File: src/tmx_defines.svh
// Offsets, field positions, reset values and counts for the trace aux block.
// Assumes a 12-bit APB byte address and 32-bit data.
`ifndef TMX_DEFINES_SVH
`define TMX_DEFINES_SVH
// ****************************************
// Register byte offsets
// ****************************************
`define TMX_OFS_EXTSEL 12'h000
`define TMX_OFS_AUX 12'h004
`define TMX_OFS_PDC 12'h008
`define TMX_OFS_ITCTRL 12'h00C
`define TMX_OFS_MISCOUT 12'h010
`define TMX_OFS_MISCIN 12'h014
`define TMX_OFS_TRIG 12'h018
`define TMX_OFS_DATA 12'h01C
`define TMX_OFS_CTRLIN 12'h020
`define TMX_OFS_CTRLOUT 12'h024
// ****************************************
// Fields and reset values
// ****************************************
`define TMX_SEL0_LSB 0
`define TMX_SEL1_LSB 8
`define TMX_SEL_W 7
`define TMX_AUX_FORCE_TS 5
`define TMX_AUX_DELAY_SYNC 4
`define TMX_AUX_DIS_WP 3
`define TMX_AUX_DIS_EXC_TS 2
`define TMX_AUX_DIS_BAR_TS 1
`define TMX_AUX_DIS_FOVF 0
`define TMX_PDC_PWRUP 3
`define TMX_MISCOUT_LSB 8
`define TMX_EXTSEL_RST 32'h0000_0000
`define TMX_AUX_RST 6'h00
`define TMX_EXT_BUS_W 88
`define TMX_WP_GAP_BYTES 16'h1000
`endif

File: src/tmx_pkg.sv
// Types shared by the trace aux block.
// Assumes tmx_defines.svh is on the include path.
package tmx_pkg;
  typedef logic [31:0] tmx_word_type;
  typedef enum logic [3:0] {
    TMX_R_EXTSEL = 4'h0,
    TMX_R_AUX = 4'h1,
    TMX_R_PDC = 4'h2,
    TMX_R_ITCTRL = 4'h3,
    TMX_R_MISCOUT = 4'h4,
    TMX_R_MISCIN = 4'h5,
    TMX_R_TRIG = 4'h6,
    TMX_R_DATA = 4'h7,
    TMX_R_CTRLIN = 4'h8,
    TMX_R_CTRLOUT = 4'h9,
    TMX_R_NONE = 4'hF
  } tmx_reg_type;
endpackage : tmx_pkg

File: src/tmx_trace_aux.sv
// Register-controlled aux part of the program trace macrocell: input
// selection, packet policy, power-up request and integration test muxing.
// Assumes an APB master on CLK and functional trace logic feeding FN_ inputs.
//
// Behaviour
// - Two 7-bit input selectors, bits 14:8, 6:0.
// - Force bit inserts timestamps despite high activity.
// - Sync-delay set postpones sync while busy.
// - Waypoint update past 4096 bytes unless disabled.
// - Timestamp on exception entry/return unless disabled.
// - Timestamp on barrier unless disabled.
// - Early sync forces overflow unless disabled.
// - Power-up request output follows its bit.
// - Integration registers act only in integration mode.
// - Misc out bits 9:8 drive external outputs.
// - Misc in bits 3:0 read external inputs.
// - Trigger register bit 0 drives trigger output.
// - Data register bits 4:0 drive bus bits.
// - Ctrl in reads flush-valid bit 1, ready bit 0.
// - Integration mode bit 0, cleared by reset.
`include "tmx_defines.svh"
module tmx_trace_aux
  import tmx_pkg::*;
(
  input wire logic CLK,
  input wire logic RST_B,
  input wire logic PSEL,
  input wire logic PENABLE,
  input wire logic PWRITE,
  input wire logic [11:0] PADDR,
  input wire logic [31:0] PWDATA,
  output logic [31:0] PRDATA,
  output logic PREADY,
  output logic PSLVERR,
  input wire logic [87:0] EXT_IN_BUS,
  output logic [1:0] SELECTED_INPUTS,
  input wire logic TRACE_BUSY,
  input wire logic TS_REQ,
  input wire logic SYNC_REQ,
  input wire logic SYNC_PENDING,
  input wire logic FIFO_FULL,
  input wire logic EXC_EVENT,
  input wire logic DBG_ENTRY,
  input wire logic BARRIER_EVENT,
  input wire logic [15:0] WP_GAP,
  output logic TS_INSERT,
  output logic SYNC_INSERT,
  output logic WP_UPDATE,
  output logic OVERFLOW_ENTER,
  output logic CORE_POWER_UP_REQUEST,
  input wire logic [1:0] FN_EXT_OUT,
  input wire logic FN_TRIGGER,
  input wire logic [31:0] FN_BUS_DATA,
  input wire logic FN_BUS_VALID,
  input wire logic [3:0] TRACE_EXTERNAL_INPUTS,
  input wire logic TRACE_BUS_FLUSH_VALID,
  input wire logic TRACE_BUS_READY,
  output logic [1:0] TRACE_EXTERNAL_OUTPUTS,
  output logic TRACE_TRIGGER_OUT,
  output logic [31:0] TRACE_BUS_DATA,
  output logic TRACE_BUS_VALID
);

  // ****************************************
  // Functions
  // ****************************************
  function automatic tmx_reg_type decode(input logic [11:0] a);
    case (a)
      `TMX_OFS_EXTSEL: decode = TMX_R_EXTSEL;
      `TMX_OFS_AUX: decode = TMX_R_AUX;
      `TMX_OFS_PDC: decode = TMX_R_PDC;
      `TMX_OFS_ITCTRL: decode = TMX_R_ITCTRL;
      `TMX_OFS_MISCOUT: decode = TMX_R_MISCOUT;
      `TMX_OFS_MISCIN: decode = TMX_R_MISCIN;
      `TMX_OFS_TRIG: decode = TMX_R_TRIG;
      `TMX_OFS_DATA: decode = TMX_R_DATA;
      `TMX_OFS_CTRLIN: decode = TMX_R_CTRLIN;
      `TMX_OFS_CTRLOUT: decode = TMX_R_CTRLOUT;
      default: decode = TMX_R_NONE;
    endcase
  endfunction : decode

  // Selector codes beyond the bus width pick a constant zero.
  function automatic logic pick(input logic [87:0] bus, input logic [6:0] s);
    if (s < 7'(`TMX_EXT_BUS_W))
    begin
      pick = bus[s];
    end
    else
    begin
      pick = 1'b0;
    end
  endfunction : pick

  // ****************************************
  // Register state
  // ****************************************
  logic [6:0] sel0_q;
  logic [6:0] sel1_q;
  logic [5:0] aux_q;
  logic pwrup_q;
  logic itmode_q;
  logic [1:0] misc_out_q;
  logic trig_q;
  logic [4:0] data_q;
  logic valid_q;
  tmx_reg_type wr_reg;
  tmx_reg_type rd_reg;
  logic wr_en;
  tmx_word_type rd_d;

  assign wr_en = PSEL && PENABLE && PWRITE;
  assign wr_reg = decode(PADDR);
  assign rd_reg = decode(PADDR);
  // Zero wait states: read data is staged in the setup cycle.
  assign PREADY = 1'b1;

  always_ff @(posedge CLK)
  begin
    if (!RST_B)
    begin
      sel0_q <= 7'h00;
      sel1_q <= 7'h00;
    end
    else if (wr_en && wr_reg == TMX_R_EXTSEL)
    begin
      sel0_q <= PWDATA[`TMX_SEL0_LSB +: `TMX_SEL_W];
      sel1_q <= PWDATA[`TMX_SEL1_LSB +: `TMX_SEL_W];
    end
  end

  always_ff @(posedge CLK)
  begin
    if (!RST_B)
    begin
      aux_q <= `TMX_AUX_RST;
    end
    else if (wr_en && wr_reg == TMX_R_AUX)
    begin
      aux_q <= PWDATA[5:0];
    end
  end

  always_ff @(posedge CLK)
  begin
    if (!RST_B)
    begin
      pwrup_q <= 1'b0;
    end
    else if (wr_en && wr_reg == TMX_R_PDC)
    begin
      pwrup_q <= PWDATA[`TMX_PDC_PWRUP];
    end
  end

  always_ff @(posedge CLK)
  begin
    if (!RST_B)
    begin
      itmode_q <= 1'b0;
    end
    else if (wr_en && wr_reg == TMX_R_ITCTRL)
    begin
      itmode_q <= PWDATA[0];
    end
  end

  // Output integration values are kept even outside integration mode,
  // so they reach the outputs on the clock edge after the mode bit is set.
  always_ff @(posedge CLK)
  begin
    if (!RST_B)
    begin
      misc_out_q <= 2'h0;
      trig_q <= 1'b0;
      data_q <= 5'h00;
      valid_q <= 1'b0;
    end
    else if (wr_en)
    begin
      case (wr_reg)
        TMX_R_MISCOUT: misc_out_q <= PWDATA[`TMX_MISCOUT_LSB +: 2];
        TMX_R_TRIG: trig_q <= PWDATA[0];
        TMX_R_DATA: data_q <= PWDATA[4:0];
        TMX_R_CTRLOUT: valid_q <= PWDATA[0];
        default: valid_q <= valid_q;
      endcase
    end
  end

  // ****************************************
  // APB read path
  // ****************************************
  always_comb
  begin
    rd_d = 32'h0000_0000;
    case (rd_reg)
      TMX_R_EXTSEL: rd_d = {17'h00000, sel1_q, 1'b0, sel0_q};
      TMX_R_AUX: rd_d = {26'h0000000, aux_q};
      TMX_R_PDC: rd_d = {28'h0000000, pwrup_q, 3'h0};
      TMX_R_ITCTRL: rd_d = {31'h00000000, itmode_q};
      TMX_R_MISCIN: rd_d = itmode_q ? {28'h0000000, TRACE_EXTERNAL_INPUTS} : 32'h0;
      TMX_R_CTRLIN: rd_d = itmode_q ? {30'h0, TRACE_BUS_FLUSH_VALID, TRACE_BUS_READY} : 32'h0;
      default: rd_d = 32'h0000_0000;
    endcase
  end

  always_ff @(posedge CLK)
  begin
    if (!RST_B)
    begin
      PRDATA <= 32'h0000_0000;
      PSLVERR <= 1'b0;
    end
    else if (PSEL && !PENABLE)
    begin
      PRDATA <= PWRITE ? 32'h0000_0000 : rd_d;
      PSLVERR <= (rd_reg == TMX_R_NONE);
    end
  end

  // ****************************************
  // Input selection and packet policy
  // ****************************************
  always_ff @(posedge CLK)
  begin
    if (!RST_B)
    begin
      SELECTED_INPUTS <= 2'h0;
    end
    else
    begin
      SELECTED_INPUTS <= {pick(EXT_IN_BUS, sel1_q), pick(EXT_IN_BUS, sel0_q)};
    end
  end

  always_ff @(posedge CLK)
  begin
    if (!RST_B)
    begin
      TS_INSERT <= 1'b0;
      SYNC_INSERT <= 1'b0;
      WP_UPDATE <= 1'b0;
      OVERFLOW_ENTER <= 1'b0;
    end
    else
    begin
      TS_INSERT <= (TS_REQ && (aux_q[`TMX_AUX_FORCE_TS] || !TRACE_BUSY))
        || (EXC_EVENT && !aux_q[`TMX_AUX_DIS_EXC_TS])
        || (BARRIER_EVENT && !aux_q[`TMX_AUX_DIS_BAR_TS]);
      SYNC_INSERT <= SYNC_REQ && !(aux_q[`TMX_AUX_DELAY_SYNC] && TRACE_BUSY);
      WP_UPDATE <= (WP_GAP > `TMX_WP_GAP_BYTES && !aux_q[`TMX_AUX_DIS_WP])
        || EXC_EVENT || DBG_ENTRY;
      OVERFLOW_ENTER <= FIFO_FULL
        || (SYNC_REQ && SYNC_PENDING && !aux_q[`TMX_AUX_DIS_FOVF]);
    end
  end

  // ****************************************
  // Output muxing
  // ****************************************
  // The mux is registered so the trace bus never sees a glitch when
  // software flips the mode bit. Valid is driven from its own register
  // so test software can raise it before sampling ready.
  always_ff @(posedge CLK)
  begin
    if (!RST_B)
    begin
      TRACE_EXTERNAL_OUTPUTS <= 2'h0;
      TRACE_TRIGGER_OUT <= 1'b0;
      TRACE_BUS_DATA <= 32'h0000_0000;
      TRACE_BUS_VALID <= 1'b0;
    end
    else if (itmode_q)
    begin
      TRACE_EXTERNAL_OUTPUTS <= misc_out_q;
      TRACE_TRIGGER_OUT <= trig_q;
      TRACE_BUS_DATA <= {data_q[4], 7'h00, data_q[3], 7'h00, data_q[2], 7'h00,
        data_q[1], 6'h00, data_q[0]};
      TRACE_BUS_VALID <= valid_q;
    end
    else
    begin
      TRACE_EXTERNAL_OUTPUTS <= FN_EXT_OUT;
      TRACE_TRIGGER_OUT <= FN_TRIGGER;
      TRACE_BUS_DATA <= FN_BUS_DATA;
      TRACE_BUS_VALID <= FN_BUS_VALID;
    end
  end

  assign CORE_POWER_UP_REQUEST = pwrup_q;

  // ****************************************
  // Assertions
  // ****************************************
  a_pwrup_follow: assert property (@(posedge CLK) disable iff (!RST_B)
    wr_en && wr_reg == TMX_R_PDC |=> CORE_POWER_UP_REQUEST == $past(PWDATA[3]))
    else $error("Power-up request does not follow its bit.");

  a_itmode_set: assert property (@(posedge CLK) disable iff (!RST_B)
    wr_en && wr_reg == TMX_R_ITCTRL && PWDATA[0] |=> itmode_q)
    else $error("Integration mode not entered.");

  a_misc_drive: assert property (@(posedge CLK) disable iff (!RST_B)
    itmode_q && $stable(itmode_q) |=> TRACE_EXTERNAL_OUTPUTS == $past(misc_out_q))
    else $error("External outputs not driven from misc register.");

  a_func_drive: assert property (@(posedge CLK) disable iff (!RST_B)
    !itmode_q |=> TRACE_TRIGGER_OUT == $past(FN_TRIGGER))
    else $error("Trigger not functional outside integration mode.");

  a_data_map: assert property (@(posedge CLK) disable iff (!RST_B)
    itmode_q |=> TRACE_BUS_DATA[31] == $past(data_q[4]) && TRACE_BUS_DATA[0] == $past(data_q[0]))
    else $error("Trace data bit mapping wrong.");

  a_miscin_read: assert property (@(posedge CLK) disable iff (!RST_B)
    PSEL && !PENABLE && !PWRITE && rd_reg == TMX_R_MISCIN
    |=> PRDATA == (($past(itmode_q)) ? {28'h0, $past(TRACE_EXTERNAL_INPUTS)} : 32'h0))
    else $error("Misc input read wrong.");

  a_sync_delay: assert property (@(posedge CLK) disable iff (!RST_B)
    SYNC_REQ && TRACE_BUSY && aux_q[4] |=> !SYNC_INSERT)
    else $error("Sync inserted while delayed.");

  a_force_ovf: assert property (@(posedge CLK) disable iff (!RST_B)
    SYNC_REQ && SYNC_PENDING && !aux_q[0] |=> OVERFLOW_ENTER)
    else $error("Forced overflow missing.");

  a_reserved_zero: assert property (@(posedge CLK) disable iff (!RST_B)
    PSEL && !PENABLE && rd_reg == TMX_R_AUX |=> PRDATA[31:6] == 26'h0)
    else $error("Reserved bits not zero.");

  a_sel_first: assert property (@(posedge CLK) disable iff (!RST_B)
    1'b1 |=> SELECTED_INPUTS[0] == $past(sel0_q < 7'(`TMX_EXT_BUS_W) && EXT_IN_BUS[sel0_q]))
    else $error("First selected input wrong.");

  a_sel_second: assert property (@(posedge CLK) disable iff (!RST_B)
    1'b1 |=> SELECTED_INPUTS[1] == $past(sel1_q < 7'(`TMX_EXT_BUS_W) && EXT_IN_BUS[sel1_q]))
    else $error("Second selected input wrong.");

  a_ts_force: assert property (@(posedge CLK) disable iff (!RST_B)
    TS_REQ && TRACE_BUSY && aux_q[`TMX_AUX_FORCE_TS] |=> TS_INSERT)
    else $error("Forced timestamp missing.");

  a_wp_gap: assert property (@(posedge CLK) disable iff (!RST_B)
    WP_GAP > `TMX_WP_GAP_BYTES && !aux_q[`TMX_AUX_DIS_WP] |=> WP_UPDATE)
    else $error("Waypoint update missing after long gap.");

  a_wp_quiet: assert property (@(posedge CLK) disable iff (!RST_B)
    aux_q[`TMX_AUX_DIS_WP] && !EXC_EVENT && !DBG_ENTRY |=> !WP_UPDATE)
    else $error("Waypoint update while disabled.");

  a_exc_ts: assert property (@(posedge CLK) disable iff (!RST_B)
    EXC_EVENT && !aux_q[`TMX_AUX_DIS_EXC_TS] |=> TS_INSERT)
    else $error("Exception timestamp missing.");

  a_bar_ts: assert property (@(posedge CLK) disable iff (!RST_B)
    BARRIER_EVENT && !aux_q[`TMX_AUX_DIS_BAR_TS] |=> TS_INSERT)
    else $error("Barrier timestamp missing.");

  a_trig_drive: assert property (@(posedge CLK) disable iff (!RST_B)
    itmode_q |=> TRACE_TRIGGER_OUT == $past(trig_q))
    else $error("Trigger not driven from its register.");

  a_ctrlin_read: assert property (@(posedge CLK) disable iff (!RST_B)
    PSEL && !PENABLE && !PWRITE && rd_reg == TMX_R_CTRLIN
    |=> PRDATA == ($past(itmode_q) ?
      {30'h0, $past(TRACE_BUS_FLUSH_VALID), $past(TRACE_BUS_READY)} : 32'h0))
    else $error("Control input read wrong.");

  a_ext_func: assert property (@(posedge CLK) disable iff (!RST_B)
    !itmode_q |=> TRACE_EXTERNAL_OUTPUTS == $past(FN_EXT_OUT))
    else $error("External outputs not functional outside integration mode.");

endmodule : tmx_trace_aux

File: config.mk
export PLATFORM = sky130hd
export DESIGN_NAME = tmx_trace_aux
export DESIGN_NICKNAME = d
export VERILOG_FILES = /design/src/tmx_pkg.sv /design/src/tmx_trace_aux.sv
export VERILOG_INCLUDE_DIRS = /design/src
export SDC_FILE = /design/constraint.sdc
export NUM_CORES = 1
export LEC_CHECK = 0
export BUFFER_PORTS_ARGS = -buffer_cell sky130_fd_sc_hd__buf_2
export CORE_AREA = 2 2 109 111
export DETAILED_ROUTE_END_ITERATION = 6
export DIE_AREA = 0 0 111 113
export PLACE_DENSITY = 0.87
export REMOVE_ABC_BUFFERS = 1
export SYNTH_ARGS = -nofsm -noshare
export SYNTH_HDL_FRONTEND = slang
export SYNTH_SLANG_ARGS = --single-unit
File: constraint.sdc
create_clock -name CLK -period 3.6 [get_ports CLK]
set_input_delay 0.9 -clock CLK [delete_from_list [all_inputs] [get_ports CLK]]
set_output_delay 0.9 -clock CLK [all_outputs]
set_load 0.03 [all_outputs]
==> results of run 1 <==
==> placed cells by master, fill, tap and decap left out, drive strengths merged, types with 8 or more instances in the layout <==
cell    count
mux2i      58
nor2b      57
a22oi       9
nand3      17
a21oi       8
o21ai       8
nor4       10
conb       19
nor2       17
nand2       9
buf       252
mux4       42
inv        10
and2       30
dfxtp      88
clkbuf      9
==> cell families after synthesis <==
| family | count (synthesis) | synth area share (%) |
|---|---|---|
| compound gates | 52 | 7.278 |
| other cells | 2 | 0.1471 |
| flops | 88 | 34.50 |
| mux | 104 | 31.07 |
| buf+inv | 64 | 7.008 |
| simple gates | 166 | 19.99 |
==> through the flow <==
stage / area [sq um] / instances / hold slack (ps) / setup slack [ps]
after floorplan: 4835 / 435 / 424.1 / 1078
after global placement: 6300 / 830 / 451.3 / 935.1
after detailed placement: 6300 / 830 / 463.4 / 893.8
after CTS: 6598 / 846 / 478.9 / 1092
after global routing: 6600 / 847 / 504.4 / 974.3
final: 6600 / 847 / 472.8 / 1138
==> registers in the layout, summed over array words and instances (netlist names) <==
signal / cells
CORE_POWER_UP_REQUEST: 1
PRDATA: 14
TRACE_TRIGGER_OUT: 1
PSLVERR: 1
SYNC_INSERT: 1
data_q: 5
misc_out_q: 2
TRACE_BUS_DATA: 32
OVERFLOW_ENTER: 1
itmode_q: 1
SELECTED_INPUTS: 2
trig_q: 1
sel0_q: 7
TRACE_EXTERNAL_OUTPUTS: 2
TS_INSERT: 1
TRACE_BUS_VALID: 1
sel1_q: 7
aux_q: 6
valid_q: 1
WP_UPDATE: 1
==> layout make-up <==
cell class / instances / share of cell area, %
antenna: 1 / 0.03791
clock buffer: 9 / 3.412
clock inverter: 7 / 1.100
inverter: 6 / 0.3412
multi-input combinational: 341 / 46.22
sequential: 88 / 26.69
tap: 143 / 2.711
timing repair buffer: 252 / 19.49
==> path summary, 6_finish.rpt <==
check | from | end | slack (ps) | cells after the start
worst min register to register | PRDATA[3] | PRDATA[3] | 470 | 2
worst max-delay path | sel1_q[0] | SELECTED_INPUTS[1] | 1140 | 5
worst min-delay path | PRDATA[3] | PRDATA[3] | 470 | 2
worst max register to register | sel1_q[0] | SELECTED_INPUTS[1] | 1140 | 5
==> where the power goes <==
part           leakage [nW]  internal (mW)  switching (mW)
clock                 0.143          0.490           0.428
sequential            0.721          0.999         0.00627
combinational          2.02          0.155           0.189
total                  2.88           1.64           0.624
==> cell usage after synthesis (2+ instances only) <==
cell type   n
a21boi_0    2
a21oi_1     8
a22oi_1     9
a31oi_1     4
a32o_1      2
and2_1     29
and4b_1     2
buf_2       7
buf_4      21
buf_6       4
clkbuf_1   25
conb_1      2
dfxtp_1    88
inv_1       6
mux2_2      4
mux2i_1    58
mux4_1      4
mux4_2     38
nand2_1     9
nand2b_1    3
nand3_1    17
nand3b_1    3
nand4_1     4
nor2_1     17
nor2b_1    57
nor3_1      2
nor3b_1     2
nor4_1      7
nor4_2      2
nor4b_1     2
o2111ai_1   2
o21ai_0     8
o22ai_1     2
o31a_1      2
or3_1       3
==> per-layer routing <==
metal | share of wire (%) | wire length, um | up-vias
met5 | 0 | 0 | -
met3 | 9.1 | 1349 | 32
li1 | - | - | 2166
met1 | 38 | 5670 | 2178
met2 | 51 | 7506 | 235
met4 | 2.2 | 329 | 0
==> critical path: stages, from the launching register on <==
cell,delay (ps)
dfxtp_1,900
mux4_2,590
mux2_2,280
a221o_1,380
nand4b_1,120
o22ai_1,70
==> summary.txt, run 1 <==
Layout
  – Final Net Count: 901
  – Register area: 1762 sq um
  – # fillers: 945
  – Multi-input logic area: 3050 sq um
  – Area delta synth->final: 29.26%
  – Share of layout cells above drive strength 1: 44.95%
  – Core Util, Final: 58.55%

STA
  – Post-layout min period: 2462 ps
  – Max Slew Vio Count: 0
  – Worst Skew: 7.123 ps
  – RSZ-0062 raised after global routing: false
  – Final setup fails: 0
  – Final worst-path cycle share: 68.40%
  – Final hold vios: 0
  – Slew @ Worst Pin: 936.2 ps
  – Highest clock rate: 406.1 MHz
  – Rel. slew slack: 37.50%
  – Final setup TNS: 0 ps

Logic synthesis
  – Yosys cell types: 56
  – Post-synthesis sequential area ratio: 34.50%
  – Synth area leader: dfxtp_1
  – Yosys top cell area share: 34.50%
  – Ys flop type: dfxtp_1
  – Mapped Avg Cell Area: 10.73 sq um
  – Synth Warn #: 0
  – Ys async rst share: 0%
  – Synth area leaders: dfxtp_1 35%, mux4_2 17%, mux2i_1 11%
  – Number of flops mapped to enable cells by yosys: 0
  – Post-Synthesis Cells: 476
  – Synthesized area: 5106 sq um
  – Yosys reg bits: 88

Floorplan
  – Site Rows: 39
  – Die area: 12540 sq um
  – I/O pin cnt: 280
  – Initial core utilization: 45.30%
  – Core footprint: 11270 sq um
  – Die Span X: 111 um
  – Die Y: 113 um

Clock tree
  – Worst-skew pair later-pin latency: 340 ps
  – Setup Buffers After CTS: 0
  – Hold buffers post-CTS: 0
  – Root buffer cell: clkbuf_16
  – CTS tree: done
  – Clock sink count: 88
  – H-tree level count: 3
  – CTS clk-pin slew, worst paths: 70 ps
  – Num CTS Buffers: 9
  – Post-CTS sizing: 0
  – Worst-case clock buffer depth: 2

Power and ir drop
  – Total design power: 2.268 mW
  – Pwr/cell area: 343.6 nW/um^2
  – Leak: 2.884 nW
  – Worst VDD drop: 0.3177 mV

Global route
  – Grt total ovfl: 0
  – Initial antenna violation count: 1
  – First-pass GRT wire length: 22980 um
  – Largest net degree at the start of global routing: 35
  – Top Usage Layer GRT: met2
  – Met3 usage in global routing: 7.445%
  – Met1 capacity usage during global routing: 27.60%
  – Vias in the first global route: 4565
  – Total global-route track usage: 23.37%
  – M2 GR Usage: 40.65%

Critical path
  – CP max FO: 14
  – Critical Setup Path Class: flop to flop
  – Crit. End Element: flop
  – Required @ worst endpoint: 3830 ps
  – Critical path arrival: 2690 ps
  – Critical Path Source Type: flop

Routing
  – Total Wirelength: 14860 um
  – Drt first pass iters: 5
  – Via count: 4611
  – Vias/cell: 5.444
  – Final ANT Viol Nets: 0
  – DRC viols: 0
  – DR WL/cell: 17.54 um
  – Iter 0 DRT Violations: 287

Placed design
  – Post-DP HPWL: 12000 um
  – Port bufs: 242
  – GPL Wtd Cong: 0.8959

Outcome
  – Status: completed

Min path
  – Hold Path Class: flop to flop

Run
  – Max-cap violations: 0
Note: power is estimated with default switching activity, not from simulation.
==> run 2: changes to the inputs <==
Settings changed: ABC_AREA set to 1, CORE_AREA 2 2 109 111 to unset, CORE_UTILIZATION set to 46, DIE_AREA 0 0 111 113 to unset.
Clock period 3.6 ns to 2.5 ns, I/O delays scaled along.
==> summary.txt, run 2 <==
Power and ir drop
  – Total design power: 3.339 mW
  – Leak: 3.412 nW
  – Pwr/cell area: 481.2 nW/um^2
  – Worst VDD drop: 0.4935 mV

Logic synthesis
  – Mapped Avg Cell Area: 6.466 sq um
  – Ys async rst share: 0%
  – Yosys top cell area share: 32.40%
  – Ys flop type: dfxtp_1
  – Synth area leaders: dfxtp_1 32%, nand2_1 10%, nand3_1 10%
  – Synthesized area: 5438 sq um
  – Yosys cell types: 36
  – Synth area leader: dfxtp_1
  – Top cells by count, synth: 150 x nand2_1, 111 x nand3_1, 106 x inv_1, 88 x dfxtp_1, 87 x nor2_1
  – Post-Synthesis Cells: 841
  – Most frequent cell after synthesis: nand2_1
  – Number of flops mapped to enable cells by yosys: 0
  – Yosys reg bits: 88
  – Synth Warn #: 0
  – Post-synthesis sequential area ratio: 32.40%

Global route
  – Initial antenna violation count: 0
  – Vias in the first global route: 5802
  – Largest net degree at the start of global routing: 46
  – Total global-route track usage: 27.11%
  – First-pass GRT wire length: 27210 um
  – Grt total ovfl: 0

Layout
  – Max reg flops: 32
  – Largest registers: TRACE_BUS_DATA: 32 flops, PRDATA: 14 flops
  – # fillers: 1101
  – Share of layout cells above drive strength 1: 29.80%
  – Final Net Count: 1265
  – Non-filler instance count after layout: 1211
  – Commonest non-fill, non-tap cell in the layout: buf_2
  – Area delta synth->final: 27.61%
  – Most frequent cells in the layout: 242 x buf_2, 150 x nand2_1, 111 x nand3_1
  – Largest Register: TRACE_BUS_DATA

Routing
  – Iter 0 DRT Violations: 677
  – DRC viols: 0
  – Vias/cell: 5.204
  – Via count: 6302
  – Final ANT Viol Nets: 0
  – Drt first pass iters: 5
  – Total Wirelength: 16890 um
  – DR WL/cell: 13.95 um

Critical path
  – Critical path arrival: 2020 ps
  – Critical path, cell by cell: clkinv_1 > nand2_1 > buf_4 > nor2_1
  – Critical-path top delay cell: dfxtp_1
  – Required @ worst endpoint: 2710 ps
  – CP max FO: 27
  – Worst path bufs/invs: 2
  – Critical Path Source Type: flop
  – Crit-path leading delay family: flip-flops
  – Critical Setup Path Class: flop to flop
  – Max incr delay on CP: 740 ps
  – Crit. End Element: flop

Run
  – Max-cap violations: 0

Floorplan
  – Die area: 12260 sq um
  – Initial core utilization: 47.42%
  – I/O pin cnt: 280
  – Core footprint: 11470 sq um
  – Die Y: 110.7 um
  – Die Span X: 110.7 um
  – Site Rows: 39

Placed design
  – GPL Wtd Cong: 0.9367
  – Post-DP HPWL: 12810 um
  – Port bufs: 242
  – Inst Count DP: 1194

Clock tree
  – Hold buffers post-CTS: 0
  – Clock sink count: 88
  – Num CTS Buffers: 9
  – CTS tree: done
  – Setup Buffers After CTS: 0
  – H-tree level count: 3
  – CTS clk-pin slew, worst paths: 60 ps
  – Post-CTS sizing: 0
  – Worst-case clock buffer depth: 2
  – Worst-skew pair later-pin latency: 340 ps
  – Root buffer cell: clkbuf_16

STA
  – Highest clock rate: 553.7 MHz
  – Final hold vios: 0
  – Final worst-path cycle share: 72.24%
  – Worst Skew: 10.09 ps
  – Rel. slew slack: 56.19%
  – RSZ-0062 raised after global routing: false
  – Max Slew Vio Count: 0
  – Post-layout min period: 1806 ps
  – Final setup fails: 0
  – Slew @ Worst Pin: 656.2 ps

Outcome
  – Status: completed

Min path
  – Hold Path Class: flop to flop
run 2: changes by cell type after synthesis, moves of 31 or more:
cell     delta
nand3_1    +94
nand2_1   +141
o21ai_0    +31
inv_1     +100
mux2i_1    -58
nor2b_1    -57
mux4_2     -38
a21oi_1    +66
nor2_1     +70
run 2: path summary, 6_finish.rpt:
kind                                start            endpoint  slack, ps  depth (start not counted)
worst max register to register   itmode_q  TRACE_BUS_DATA[25]        690                          4
worst min-delay path            sel0_q[6]           PRDATA[6]        450                          2
worst max-delay path             itmode_q  TRACE_BUS_DATA[25]        690                          4
worst min register to register  sel0_q[6]           PRDATA[6]        450                          2
run 2: layout make-up:
type	instances	area, sq um	share of cell area, %
diodes	1	2.502	0.03606
multi-input cells	586	2905	41.87
well taps	143	178.9	2.578
flip-flops and latches	88	1764	25.42
clock inverters	6	75.07	1.082
inverters	120	450.4	6.491
repair buffers	257	1324	19.08
clock buffers	10	239.0	3.444
run 2: where the power goes:
| group | switching (mW) | internal [mW] |
|---|---|---|
| combinational | 0.317 | 0.187 |
| clock | 0.570 | 0.815 |
| sequential | 0.0103 | 1.44 |
run 2: cell families after synthesis:
group | Yosys count | share of synthesized area (%)
and+or+nand+nor | 386 | 32.14
buffers and inverters | 184 | 15.35
AOI/OAI and AO/OA | 181 | 19.97
DFF | 88 | 32.40
other | 2 | 0.1381
run 2: per-layer routing:
layer	wire length, um	part of all wire (%)	vias to the layer above	global-route usage, %
li1	-	-	3147	-
met1	6855	41	2788	33.81
met2	8224	49	324	47.16
met3	1334	7.9	43	4.429
met4	479	2.8	0	9.333
met5	0	0	-	0
run 2: worst reg2reg max path: cells and delay by family (launching register included):
kind,cells,cell delay [ps]
buf+inv,2,700
flops,1,740
simple gates,2,250
run 2: metrics by stage:
stage	setup slack (ps)	util [%]	setup TNS (ps)	instance area, sq um	hold WS [ps]
6_report	694.1	60.51	0	6939	454.7
5_1_grt	554.5	60.49	0	6937	468.7
4_1_cts	681.6	60.49	0	6937	457.0
3_5_place_dp	441.1	57.75	0	6623	454.3
2_1_floorplan	-51.23	-	-94.19	5117	425.7
3_3_place_gp	487.5	57.75	0	6623	446.6
